$ cat src/dpd_pkg.sv
// constants for the dual port-group digital i/o and analog range block
// assumes an apb slave at byte addresses, one 32-bit word per register
// ============================================================
// Function
// - two independent 24-line groups, each with ports a, b and c.
// - only plain unstrobed i/o exists, no handshake or two-way port mode.
// - the 48 lines form four 8-line banks and four 4-line banks.
// - software sets each bank's direction and it applies to every line.
// - after power-up or any reset every bank is input and undriven.
// - there are two analog output channels, 0 and 1, each with its pin.
// - each channel holds one of six ranges, changeable at any time.
// - analog data is double buffered, updated singly or together.
// - reset clears every analog output latch to the zero-volt code.
package dpd_pkg;
  // ============================================================
  // register map
  localparam logic [7:0] OFS_GRP1 = 8'h00;
  localparam logic [7:0] OFS_GRP2 = 8'h04;
  localparam logic [7:0] OFS_DIR = 8'h08;
  localparam logic [7:0] OFS_DAC0 = 8'h0C;
  localparam logic [7:0] OFS_DAC1 = 8'h10;
  localparam logic [7:0] OFS_DCTL = 8'h14;
  // ============================================================
  // fields
  localparam int GRP_W = 24;
  localparam int DIR_W = 8;
  localparam int DIR_G2 = 4;
  localparam int DAC_W = 12;
  localparam int RNG_W = 3;
  localparam int RNG0_LSB = 0;
  localparam int RNG1_LSB = 3;
  localparam int SIMUL_BIT = 6;
  localparam int UPD_BIT = 7;
  // ============================================================
  // ranges: 0 +-10, 1 +-5, 2 +-2.5, 3 0-10, 4 0-5, 5 0-2.5 volts
  localparam logic [2:0] NUM_RANGES = 3'h6;
  localparam logic [2:0] FIRST_UNI = 3'h3;
  localparam logic [11:0] ZERO_BIP = 12'h800;
  localparam logic [11:0] ZERO_UNI = 12'h000;
  // ============================================================
  // reset values
  localparam logic [7:0] RST_DIR = 8'h00;
  localparam logic [23:0] RST_GRP = 24'h000000;
  localparam logic [2:0] RST_RNG = 3'h0;
  localparam logic [11:0] RST_CODE = ZERO_BIP;
endpackage : dpd_pkg

$ cat src/dpd_top.sv
// two plain-mode port groups on 48 lines plus two analog channel latches
// assumes an apb master; pins are sampled synchronously to pclk
//
// The APB register port and the register addresses are this design's own decisions.
`timescale 1ns/1ns
`default_nettype none
module dpd_top (
  input wire logic pclk,
  input wire logic presetn,
  input wire logic psel,
  input wire logic penable,
  input wire logic pwrite,
  input wire logic [7:0] paddr,
  input wire logic [31:0] pwdata,
  output logic [31:0] prdata,
  output logic pready,
  output logic pslverr,
  input wire logic [47:0] dio_in,
  output logic [47:0] dio_out,
  output logic [47:0] dio_oe,
  output logic [11:0] dac0_code,
  output logic [11:0] dac1_code,
  output logic [2:0] dac0_range,
  output logic [2:0] dac1_range,
  output logic dac0_range_chg,
  output logic dac1_range_chg
);
  typedef struct packed {
    logic [23:0] grp1;
    logic [23:0] grp2;
    logic [7:0] dir;
    logic simul;
    logic [31:0] rdata;
    logic err;
  } dpd_top_st_t;

  dpd_top_st_t s_r, s_nxt;
  logic setup, wr_acc, mapped, upd_all, rng_wr;
  logic [23:0] en1, en2;
  logic [31:0] rd_mux;

  // ============================================================
  // bank helpers
  // banks per group: a = bits 7:0, b = 15:8, c low = 19:16, c high = 23:20
  function automatic logic [23:0] bank_en(input logic [3:0] d);
    bank_en = {{4{d[3]}}, {4{d[2]}}, {8{d[1]}}, {8{d[0]}}};
  endfunction : bank_en

  // outputs read back their latch, inputs read the live pins
  function automatic logic [23:0] bank_rd(input logic [23:0] q,
                                          input logic [23:0] pins,
                                          input logic [23:0] en);
    bank_rd = (q & en) | (pins & ~en);
  endfunction : bank_rd

  assign en1 = bank_en(s_r.dir[3:0]);
  assign en2 = bank_en(s_r.dir[7:4]);

  // ============================================================
  // apb decode
  assign setup = psel && !penable;
  assign wr_acc = psel && penable && pwrite && !s_r.err;
  assign pready = psel && penable;
  assign pslverr = psel && penable && s_r.err;
  assign prdata = s_r.rdata;
  assign upd_all = wr_acc && (paddr == dpd_pkg::OFS_DCTL) &&
                   pwdata[dpd_pkg::UPD_BIT];
  assign rng_wr = wr_acc && (paddr == dpd_pkg::OFS_DCTL);

  always_comb begin
    mapped = 1'b1;
    rd_mux = 32'h00000000;
    case (paddr)
      dpd_pkg::OFS_GRP1: rd_mux = {8'h00, bank_rd(s_r.grp1, dio_in[23:0],
                                                   en1)};
      dpd_pkg::OFS_GRP2: rd_mux = {8'h00, bank_rd(s_r.grp2, dio_in[47:24],
                                                   en2)};
      dpd_pkg::OFS_DIR: rd_mux = {24'h000000, s_r.dir};
      dpd_pkg::OFS_DAC0: rd_mux = {20'h00000, dac0_code};
      dpd_pkg::OFS_DAC1: rd_mux = {20'h00000, dac1_code};
      dpd_pkg::OFS_DCTL: rd_mux = {25'h0000000, s_r.simul, dac1_range,
                                   dac0_range};
      default: mapped = 1'b0;
    endcase
  end

  // ============================================================
  // next state
  always_comb begin
    s_nxt = s_r;
    if (setup) begin
      // read data and the error flag are caught in the setup cycle
      s_nxt.rdata = pwrite ? 32'h00000000 : rd_mux;
      s_nxt.err = !mapped;
    end
    if (wr_acc) begin
      case (paddr)
        dpd_pkg::OFS_GRP1: s_nxt.grp1 = pwdata[23:0];
        dpd_pkg::OFS_GRP2: s_nxt.grp2 = pwdata[23:0];
        dpd_pkg::OFS_DIR: s_nxt.dir = pwdata[7:0];
        dpd_pkg::OFS_DCTL: s_nxt.simul = pwdata[dpd_pkg::SIMUL_BIT];
        default: s_nxt.dir = s_r.dir;
      endcase
    end
  end

  always_ff @(posedge pclk or negedge presetn) begin
    if (!presetn) begin
      s_r.grp1 <= dpd_pkg::RST_GRP;
      s_r.grp2 <= dpd_pkg::RST_GRP;
      s_r.dir <= dpd_pkg::RST_DIR;
      s_r.simul <= 1'b0;
      s_r.rdata <= 32'h00000000;
      s_r.err <= 1'b0;
    end else begin
      s_r <= s_nxt;
    end
  end

  // ============================================================
  // pins
  // no strobe or two-way port mode exists: a bank is only in or out
  assign dio_out = {s_r.grp2, s_r.grp1};
  assign dio_oe = {en2, en1};

  // ============================================================
  // analog channels
  dpd_dac_chan u_dac0 (
    .pclk(pclk),
    .presetn(presetn),
    .simul(s_r.simul),
    .data_wr(wr_acc && (paddr == dpd_pkg::OFS_DAC0)),
    .data(pwdata[11:0]),
    .upd_all(upd_all),
    .rng_wr(rng_wr),
    .rng(pwdata[dpd_pkg::RNG0_LSB +: dpd_pkg::RNG_W]),
    .code(dac0_code),
    .range(dac0_range),
    .range_chg(dac0_range_chg)
  );

  dpd_dac_chan u_dac1 (
    .pclk(pclk),
    .presetn(presetn),
    .simul(s_r.simul),
    .data_wr(wr_acc && (paddr == dpd_pkg::OFS_DAC1)),
    .data(pwdata[11:0]),
    .upd_all(upd_all),
    .rng_wr(rng_wr),
    .rng(pwdata[dpd_pkg::RNG1_LSB +: dpd_pkg::RNG_W]),
    .code(dac1_code),
    .range(dac1_range),
    .range_chg(dac1_range_chg)
  );

  // ============================================================
  // checks
  a_reset_all_input: assert property (@(posedge pclk)
    $rose(presetn) |-> dio_oe == 48'h000000000000)
    else $error("lines driven after reset");
  a_bank_whole: assert property (@(posedge pclk) disable iff (!presetn)
    dio_oe[7:0] == {8{s_r.dir[0]}} && dio_oe[23:20] == {4{s_r.dir[3]}} &&
    dio_oe[47:44] == {4{s_r.dir[7]}})
    else $error("bank enable not uniform");
  a_dir_write: assert property (@(posedge pclk) disable iff (!presetn)
    wr_acc && paddr == dpd_pkg::OFS_DIR |=>
    dio_oe[31:24] == {8{$past(pwdata[4])}})
    else $error("direction write not applied");
  a_out_hold: assert property (@(posedge pclk) disable iff (!presetn)
    wr_acc && paddr == dpd_pkg::OFS_GRP1 |=>
    dio_out[23:0] == $past(pwdata[23:0]) ##1 $stable(dio_out) || wr_acc)
    else $error("output latch not driven");
  a_read_pins: assert property (@(posedge pclk) disable iff (!presetn)
    setup && !pwrite && paddr == dpd_pkg::OFS_GRP1 && !s_r.dir[0] |=>
    prdata[7:0] == $past(dio_in[7:0]))
    else $error("input bank did not read pins");
  a_unmapped_err: assert property (@(posedge pclk) disable iff (!presetn)
    setup && paddr == 8'h18 |=> pslverr || !penable)
    else $error("unmapped access not flagged");
  a_bank_split: assert property (@(posedge pclk)
    disable iff (!presetn)
    dio_oe[15:8] == {8{s_r.dir[1]}} && dio_oe[19:16] == {4{s_r.dir[2]}} &&
    dio_oe[43:40] == {4{s_r.dir[6]}})
    else $error("bank split wrong");
  a_dir_stable: assert property (@(posedge pclk)
    disable iff (!presetn)
    !(wr_acc && paddr == dpd_pkg::OFS_DIR) |=> $stable(dio_oe))
    else $error("direction changed without a write");
  a_err_no_write: assert property (@(posedge pclk)
    disable iff (!presetn)
    psel && penable && pwrite && pslverr |=> $stable(s_r.dir))
    else $error("refused write changed direction");
  a_out_stable: assert property (@(posedge pclk)
    disable iff (!presetn)
    !(wr_acc && (paddr == dpd_pkg::OFS_GRP1 || paddr == dpd_pkg::OFS_GRP2))
    |=> $stable(dio_out))
    else $error("output latch changed without a write");
  a_grp2_write: assert property (@(posedge pclk)
    disable iff (!presetn)
    wr_acc && paddr == dpd_pkg::OFS_GRP2 |=>
    dio_out[47:24] == $past(pwdata[23:0]))
    else $error("group two write not applied");
  a_read_latch: assert property (@(posedge pclk)
    disable iff (!presetn)
    setup && !pwrite && paddr == dpd_pkg::OFS_GRP2 && s_r.dir[5] |=>
    prdata[15:8] == $past(dio_out[39:32]))
    else $error("output bank did not read its latch");
  a_range_set: assert property (@(posedge pclk)
    disable iff (!presetn)
    rng_wr && pwdata[dpd_pkg::RNG0_LSB +: dpd_pkg::RNG_W] <
    dpd_pkg::NUM_RANGES |=>
    dac0_range == $past(pwdata[dpd_pkg::RNG0_LSB +: dpd_pkg::RNG_W]))
    else $error("valid range not taken");
endmodule : dpd_top
`default_nettype wire

$ cat src/dpd_dac_chan.sv
// one analog channel: input latch, output latch and range selection
// assumes the caller decodes writes and the update strobe
`timescale 1ns/1ns
`default_nettype none
module dpd_dac_chan (
  input wire logic pclk,
  input wire logic presetn,
  input wire logic simul,
  input wire logic data_wr,
  input wire logic [11:0] data,
  input wire logic upd_all,
  input wire logic rng_wr,
  input wire logic [2:0] rng,
  output logic [11:0] code,
  output logic [2:0] range,
  output logic range_chg
);
  typedef struct packed {
    logic [11:0] hold;
    logic [11:0] out;
    logic [2:0] rng;
    logic chg;
  } dpd_chan_st_t;

  dpd_chan_st_t s_r, s_nxt;

  // ============================================================
  // next state
  always_comb begin
    s_nxt = s_r;
    s_nxt.chg = 1'b0;
    if (data_wr) begin
      s_nxt.hold = data;
      if (!simul) begin
        s_nxt.out = data;
      end
    end
    if (upd_all) begin
      // a write in the same cycle as the strobe is included in the update
      s_nxt.out = data_wr ? data : s_r.hold;
    end
    // codes 6 and 7 name no range and leave the selection alone
    if (rng_wr && (rng < dpd_pkg::NUM_RANGES) && (rng != s_r.rng)) begin
      s_nxt.rng = rng;
      s_nxt.chg = 1'b1;
    end
  end

  always_ff @(posedge pclk or negedge presetn) begin
    if (!presetn) begin
      s_r.hold <= dpd_pkg::RST_CODE;
      s_r.out <= dpd_pkg::RST_CODE;
      s_r.rng <= dpd_pkg::RST_RNG;
      s_r.chg <= 1'b0;
    end else begin
      s_r <= s_nxt;
    end
  end

  assign code = s_r.out;
  assign range = s_r.rng;
  assign range_chg = s_r.chg;

  // ============================================================
  // checks
  a_reset_zero_code: assert property (@(posedge pclk)
    $rose(presetn) |-> code == dpd_pkg::ZERO_BIP)
    else $error("output latch not at zero code after reset");
  a_single_update: assert property (@(posedge pclk) disable iff (!presetn)
    data_wr && !simul && !upd_all |=> code == $past(data))
    else $error("individual update did not load the output latch");
  a_simul_hold: assert property (@(posedge pclk) disable iff (!presetn)
    simul && !upd_all |=> $stable(code))
    else $error("output changed without update strobe");
  a_range_bad: assert property (@(posedge pclk) disable iff (!presetn)
    rng_wr && rng >= dpd_pkg::NUM_RANGES |=> $stable(range) && !range_chg)
    else $error("invalid range accepted");
  a_range_pulse: assert property (@(posedge pclk) disable iff (!presetn)
    range_chg |-> range != $past(range) ##1 !range_chg)
    else $error("range change pulse wrong");
endmodule : dpd_dac_chan
`default_nettype wire

$ cat config.mk
export PLATFORM = sky130hd
export DESIGN_NAME = dpd_top
export DESIGN_NICKNAME = d
export VERILOG_FILES = /design/src/dpd_pkg.sv /design/src/dpd_top.sv /design/src/dpd_dac_chan.sv
export SDC_FILE = /design/constraint.sdc
export NUM_CORES = 1
export LEC_CHECK = 0
export BUFFER_PORTS_ARGS = -buffer_cell sky130_fd_sc_hd__buf_4
export CORE_ASPECT_RATIO = 1.2
export CORE_MARGIN = 8
export CORE_UTILIZATION = 45
export DETAILED_ROUTE_END_ITERATION = 10
export PLACE_DENSITY = 0.79
export SKIP_LAST_GASP = 1
export SYNTH_ARGS = -nofsm -noshare
export SYNTH_HDL_FRONTEND = slang
export SYNTH_HIERARCHICAL = 1
export SYNTH_SLANG_ARGS = --single-unit
$ cat constraint.sdc
create_clock -name pclk -period 2.7 [get_ports pclk]
set_clock_uncertainty 0.05 [all_clocks]
set_input_delay 0.135 -clock pclk [delete_from_list [all_inputs] [get_ports pclk]]
set_output_delay 0.135 -clock pclk [all_outputs]
set_load 0.02 [all_outputs]
# Yosys cells after proc, flatten, opt, wreduce, memory -nomap -nowiden
# Index checks and enable logic that the tools add are counted.
[op_classes]
bitwise = 8
n_reduce_logical = 26
mux = 12
eq_ne = 8
magnitude_cmp = 2
[op_table]
columns = ["cell", "n"]
rows = [
  ["$pmux W24 S6", 1],
  ["$and A24 B24 Y24", 4],
  ["$mux W12", 7],
  ["$not A24 Y24", 2],
  ["$or A24 B24 Y24", 2],
  ["$mux W32", 1],
  ["$eq A8 B4 Y1 const B", 2],
  ["$eq A8 B5 Y1 const B", 2],
  ["$logic_and A1 B1 Y1", 13],
  ["$reduce_and A2 Y1", 6],
  ["$eq A8 B3 Y1 const B", 1],
  ["$logic_not A8 Y1", 1],
  ["$lt A3 B3 Y1 const B", 2],
  ["$ne A3 B3 Y1", 2],
  ["$reduce_or A6 Y1", 1],
  ["$reduce_bool A2 Y1", 2],
  ["$logic_not A1 Y1", 3],
  ["$mux W1", 3],
  ["$ne A2 B1 Y1 const B", 1],
]
[totals]
out_inout_bits = 162
ff_bits = 146
inputBits = 93

# Longest topological paths before layout
[logic_depth]
ltp_word = 7
ltp_mapped = 9
ltp_nobuf = 7

# Hierarchy
# Netlist, hierarchy kept.
[modules_own_cells]
columns = ["mod", "seq_area_each_um2", "cells_per_inst", "instances", "area_per_inst_um2"]
rows = [
  ["dpd_top", 2052.0, 492, 1, 5357.6],
  ["dpd_dac_chan", 703.2, 115, 2, 1451.4],
]

# Worst setup path after synthesis
# OpenSTA, ideal clock, no wires.
[synth_path]
path_type = "input-to-reg"
start = "input port paddr[5]"
end = "register u_dac0.s_r (netlist bit u_dac0/code[0])"
setup_time_ns = 0.123
slack_ns = 0.287
path_stages = 7
arrival_time_ns = 2.240
path_cell_list = "or4b_2 nor3_1 and2_1 nand2b_4 nand2_4 buf_6 o221a_1"
[synth_via]
elab_chain_len = 5
[synth_lines]
columns = ["element", "line_no", "source"]
rows = [
  ["start, declared", "dpd_top.sv:13", "input wire logic [7:0] paddr,"],
  ["$eq A8 B5 Y1 (*)", "n/a", ""],
  ["$logic_and A1 B1 Y1 (*)", "n/a", ""],
  ["named net rng_wr", "dpd_top.sv:38", "logic setup, wr_acc, mapped, upd_all, rng_wr;"],
  ["$logic_and A1 B1 Y1 (*)", "dpd_top.sv:66", "assign upd_all = wr_acc && (paddr == dpd_pkg::OFS_DCTL) &&"],
  ["named net upd_all", "dpd_top.sv:38", ""],
  ["$ne A2 B1 Y1 (no source line) / $reduce_bool A2 Y1 (equally long branches)", "n/a", ""],
  ["$reduce_and A2 Y1 (no source line)", "n/a", ""],
  ["end signal, assigned", "dpd_dac_chan.sv:56", "s_r <= s_nxt;"],
  ["end, declared", "dpd_dac_chan.sv:25", "dpd_chan_st_t s_r, s_nxt;"],
]
# Mark *: on every way through the listed nets, which the timed path passes. The rest lies on a longest branch.
# A chain may end at the register's enable or synchronous reset.

# Worst setup path after layout
[layout_path]
start = "register s_r[0] (netlist name)"
end = "register s_r (netlist bit dio_out[23])"
[layout_via]
elab_chain_len = 3
[layout_lines]
columns = ["element", "line_no", "source"]
rows = [
  ["start, declared", "dpd_top.sv:37", "dpd_top_st_t s_r, s_nxt;"],
  ["start signal, assigned", "dpd_top.sv:116", "s_r <= s_nxt;"],
  ["$logic_not A1 Y1", "dpd_top.sv:62", "assign wr_acc = psel && penable && pwrite && !s_r.err;"],
  ["$logic_and A1 B1 Y1", "dpd_top.sv:62", ""],
  ["$reduce_and A2 Y1 (no source line)", "n/a", ""],
]
# No other way between the ends.

==> run summary <==
Ys Warns: 6
Die area: 22,970 um^2
Clock slew seen by the registers of the worst setup and hold paths: 0.06 ns
First-pass GRT wire length: 35,110 um
Most frequent cells in the layout: buf_4 (253), dfrtp_1 (134), mux2_2 (47), nor2b_1 (30)
# clock sinks: 138
Num rows: 54
Hold Slack: 0.02138 ns
Placed inst area: 9095 um^2
Post-CTS Setup Bufs: 0
Layout cell share with drive strength beyond 1: 0.4594
Clock Tree Root: clkbuf_16
Syn Area/Cell: 11.44 um^2
Io pins: 255
Post-synth EDFFs: 0
Area contributors post-synth: dfrtp_1 (41%), buf_4 (15%), mux2_2 (6.4%)
Yosys cell types: 55
Setup crit end: dio_out[23]
Drt pass-1 iters: 4
Lkg Pwr: 5.213 nW
Number of diodes: 0
CTS Hold Bufs: 20
Power Density: 505.7 nW/um^2
CP required: 2.94 ns
Crit-path max FO: 24
Final Hold Viols: 0
Pin count of the biggest net entering global routing: 94
CTS-repair resized insts: 0
Worst hold path class: in2reg
Most used DFF post-synth: dfrtp_1
Setup TNS: 0 ns
Worst-margin pin slew: 1.012 ns
Via count: 5,740
Vias in the first global route: 5,996
H-tree depth: 4
Initial Util: 0.4562
R2R depth: 4
Max-cap violations: 0
Yosys top cell area share: 0.4059
DIE HEIGHT: 164.4 um
Post-route DRC: 0
1st-iter DRT viols: 257
Post-DRT Antenna Nets: 0
Max incr delay on CP: 0.75 ns
RSZ-0062 raised after global routing: no
Max VDD drop: 0.3601 mV
Clock buffer depth: 2
Fin crit share: 0.8271
Routed WL: 22,800 um
Yosys reg bits: 138
Worst r2r src: s_r[0]
DR vias/cell: 5.405
Highest clock rate: 0.4478 GHz
Max Slew Vio Count: 0
CTS tree: done
CTS buffer count: 17
Commonest non-fill, non-tap cell in the layout: buf_4
R2R Path End: dio_out[23]
Status: finished clean
Routed len/inst: 21.47 um
Core box area: 18,110 um^2
Rel. slew slack: 0.3254
Crit path from: s_r[0]
Area Growth Syn to Fin: 20.31%
Critical Path Start Type: flip-flop
Finished Cell Area: 9938 um^2
Global placement routability congestion: 0.7929
Fin util: 0.5489
Slowest CP cell: or4_4
Seq/Total Area, Yosys: 0.4187
Area leader, netlist: dfrtp_1
Area of the mapped netlist: 8260 um^2
Design Power: 0.005025 W
Post-Syn Instances: 722
Final Net Count: 918
Reg2Reg Setup Slack: 0.47 ns
Fraction of registers with async set/reset: 1.000
Minimum clock period: 2.233 ns
Setup Viol. Count Final: 0
Global route total overflow: 0
WS Path Type: reg2reg
Dpl hpwl: 16,830 um
Initial antenna violation count: 0
Total track usage: 0.1981
Port Buf Inserts: 238
WP data arrival: 2.47 ns
CP endpoint kind: flip-flop
CP Cell Sequence: nand3b_1, buf_4, or4_4, mux2_1
Die width: 139.7 um
Clock Latency Late Sink: 0.42 ns
Hold path cells: 2
## sequential cells by signal, indices dropped and copies added, names as in the netlist
signal,flops
u_dac0/range_chg,1
dio_out,48
u_dac1/s_r,12
u_dac0/range,3
s_r,2
u_dac0/s_r,12
u_dac1/code,12
prdata,24
dio_oe,8
u_dac0/code,12
u_dac1/range,3
u_dac1/range_chg,1
## routing by layer
layer / vias up / global-route usage / routed length (um)
met4: 0 / 0.06327 / 405
met2: 206 / 0.3589 / 11990
met5: - / 0 / 0
li1: 2622 / - / -
met3: 25 / 0.06593 / 1624
met1: 2887 / 0.2153 / 8772
## area by class of cell
| cell class | instances | area, um^2 |
|---|---|---|
| multi-input combinational | 389 | 3382 |
| clock buffer | 25 | 495.5 |
| fill | 1571 | 8169 |
| inverter | 1 | 3.754 |
| clock inverter | 7 | 137.6 |
| timing repair buffer | 278 | 2181 |
| sequential | 138 | 3458 |
| tap | 224 | 280.3 |
## stage by stage
| stage | std cells | setup slack [ns] |
|---|---|---|
| final | 1062 | 0.4667 |
| after global routing | 1062 | 0.4020 |
| after CTS | 1061 | 0.4795 |
| after detailed placement | 1009 | 0.1918 |
| after global placement | 1009 | 0.2521 |
| after floorplan | 729 | 0.2874 |
## worst max-delay path: cells and delay by family (launching register included)
kind / cells / cell delay, ns
flip-flops: 1 / 0.41
multiplexers: 1 / 0.39
AND/OR/NAND/NOR: 2 / 1.03
buffers and inverters: 1 / 0.23
## synthesized netlist by cell type (2+ instances only)
cell type,number
nor3_1,7
a22o_1,12
a32oi_1,3
clkbuf_1,16
nor2_1,16
nand2b_1,2
nand2_1,24
mux2i_1,29
and2b_1,8
nand3_1,6
o221a_2,4
dfrtp_1,134
nand2b_4,2
a211o_1,24
o21ai_1,2
o211ai_1,13
nor2b_1,30
o2111ai_1,2
and2b_4,2
o21ai_0,2
or4_4,2
a211oi_1,12
mux2_4,28
nand2_4,2
a21o_1,2
and2_1,3
a22oi_1,7
buf_1,4
buf_2,9
a21oi_1,19
dfstp_2,4
buf_6,12
o221a_1,20
a21boi_1,2
mux2_2,47
mux2_1,29
buf_4,160
or3_1,2
xor2_1,2
nand3b_1,3
## cell families after synthesis
kind of cell           Yosys count  share of synthesized area
buffers and inverters          202                     0.1768
flip-flops                     138                     0.4187
multiplexers                   133                     0.1896
AO/OA/AOI/OAI                  126                     0.1247
AND/OR/NAND/NOR                120                    0.08770
XOR/XNOR                         2                   0.002121
other                            1                  0.0004540
## how the worst min path moves through the flow
stage | slack, ns | end | from
after floorplan | -0.21 | dio_oe[0] | presetn
after global placement | 0.23 | prdata[13] | presetn
after detailed placement | 0.24 | prdata[13] | presetn
after CTS | 0.002 | u_dac0/s_r[16] | pwdata[0]
after global routing | 0.01 | u_dac1/range[0] | pwdata[3]
final | 0.02 | u_dac1/s_r[19] | pwdata[3]
## where the power goes
group          total, W  switching (W)  internal, W
logic          0.000420       0.000221     0.000199
registers       0.00212      0.0000261      0.00209
clock network   0.00249       0.000846      0.00164
total           0.00503        0.00109      0.00393
(Power assumes the default switching activity.)
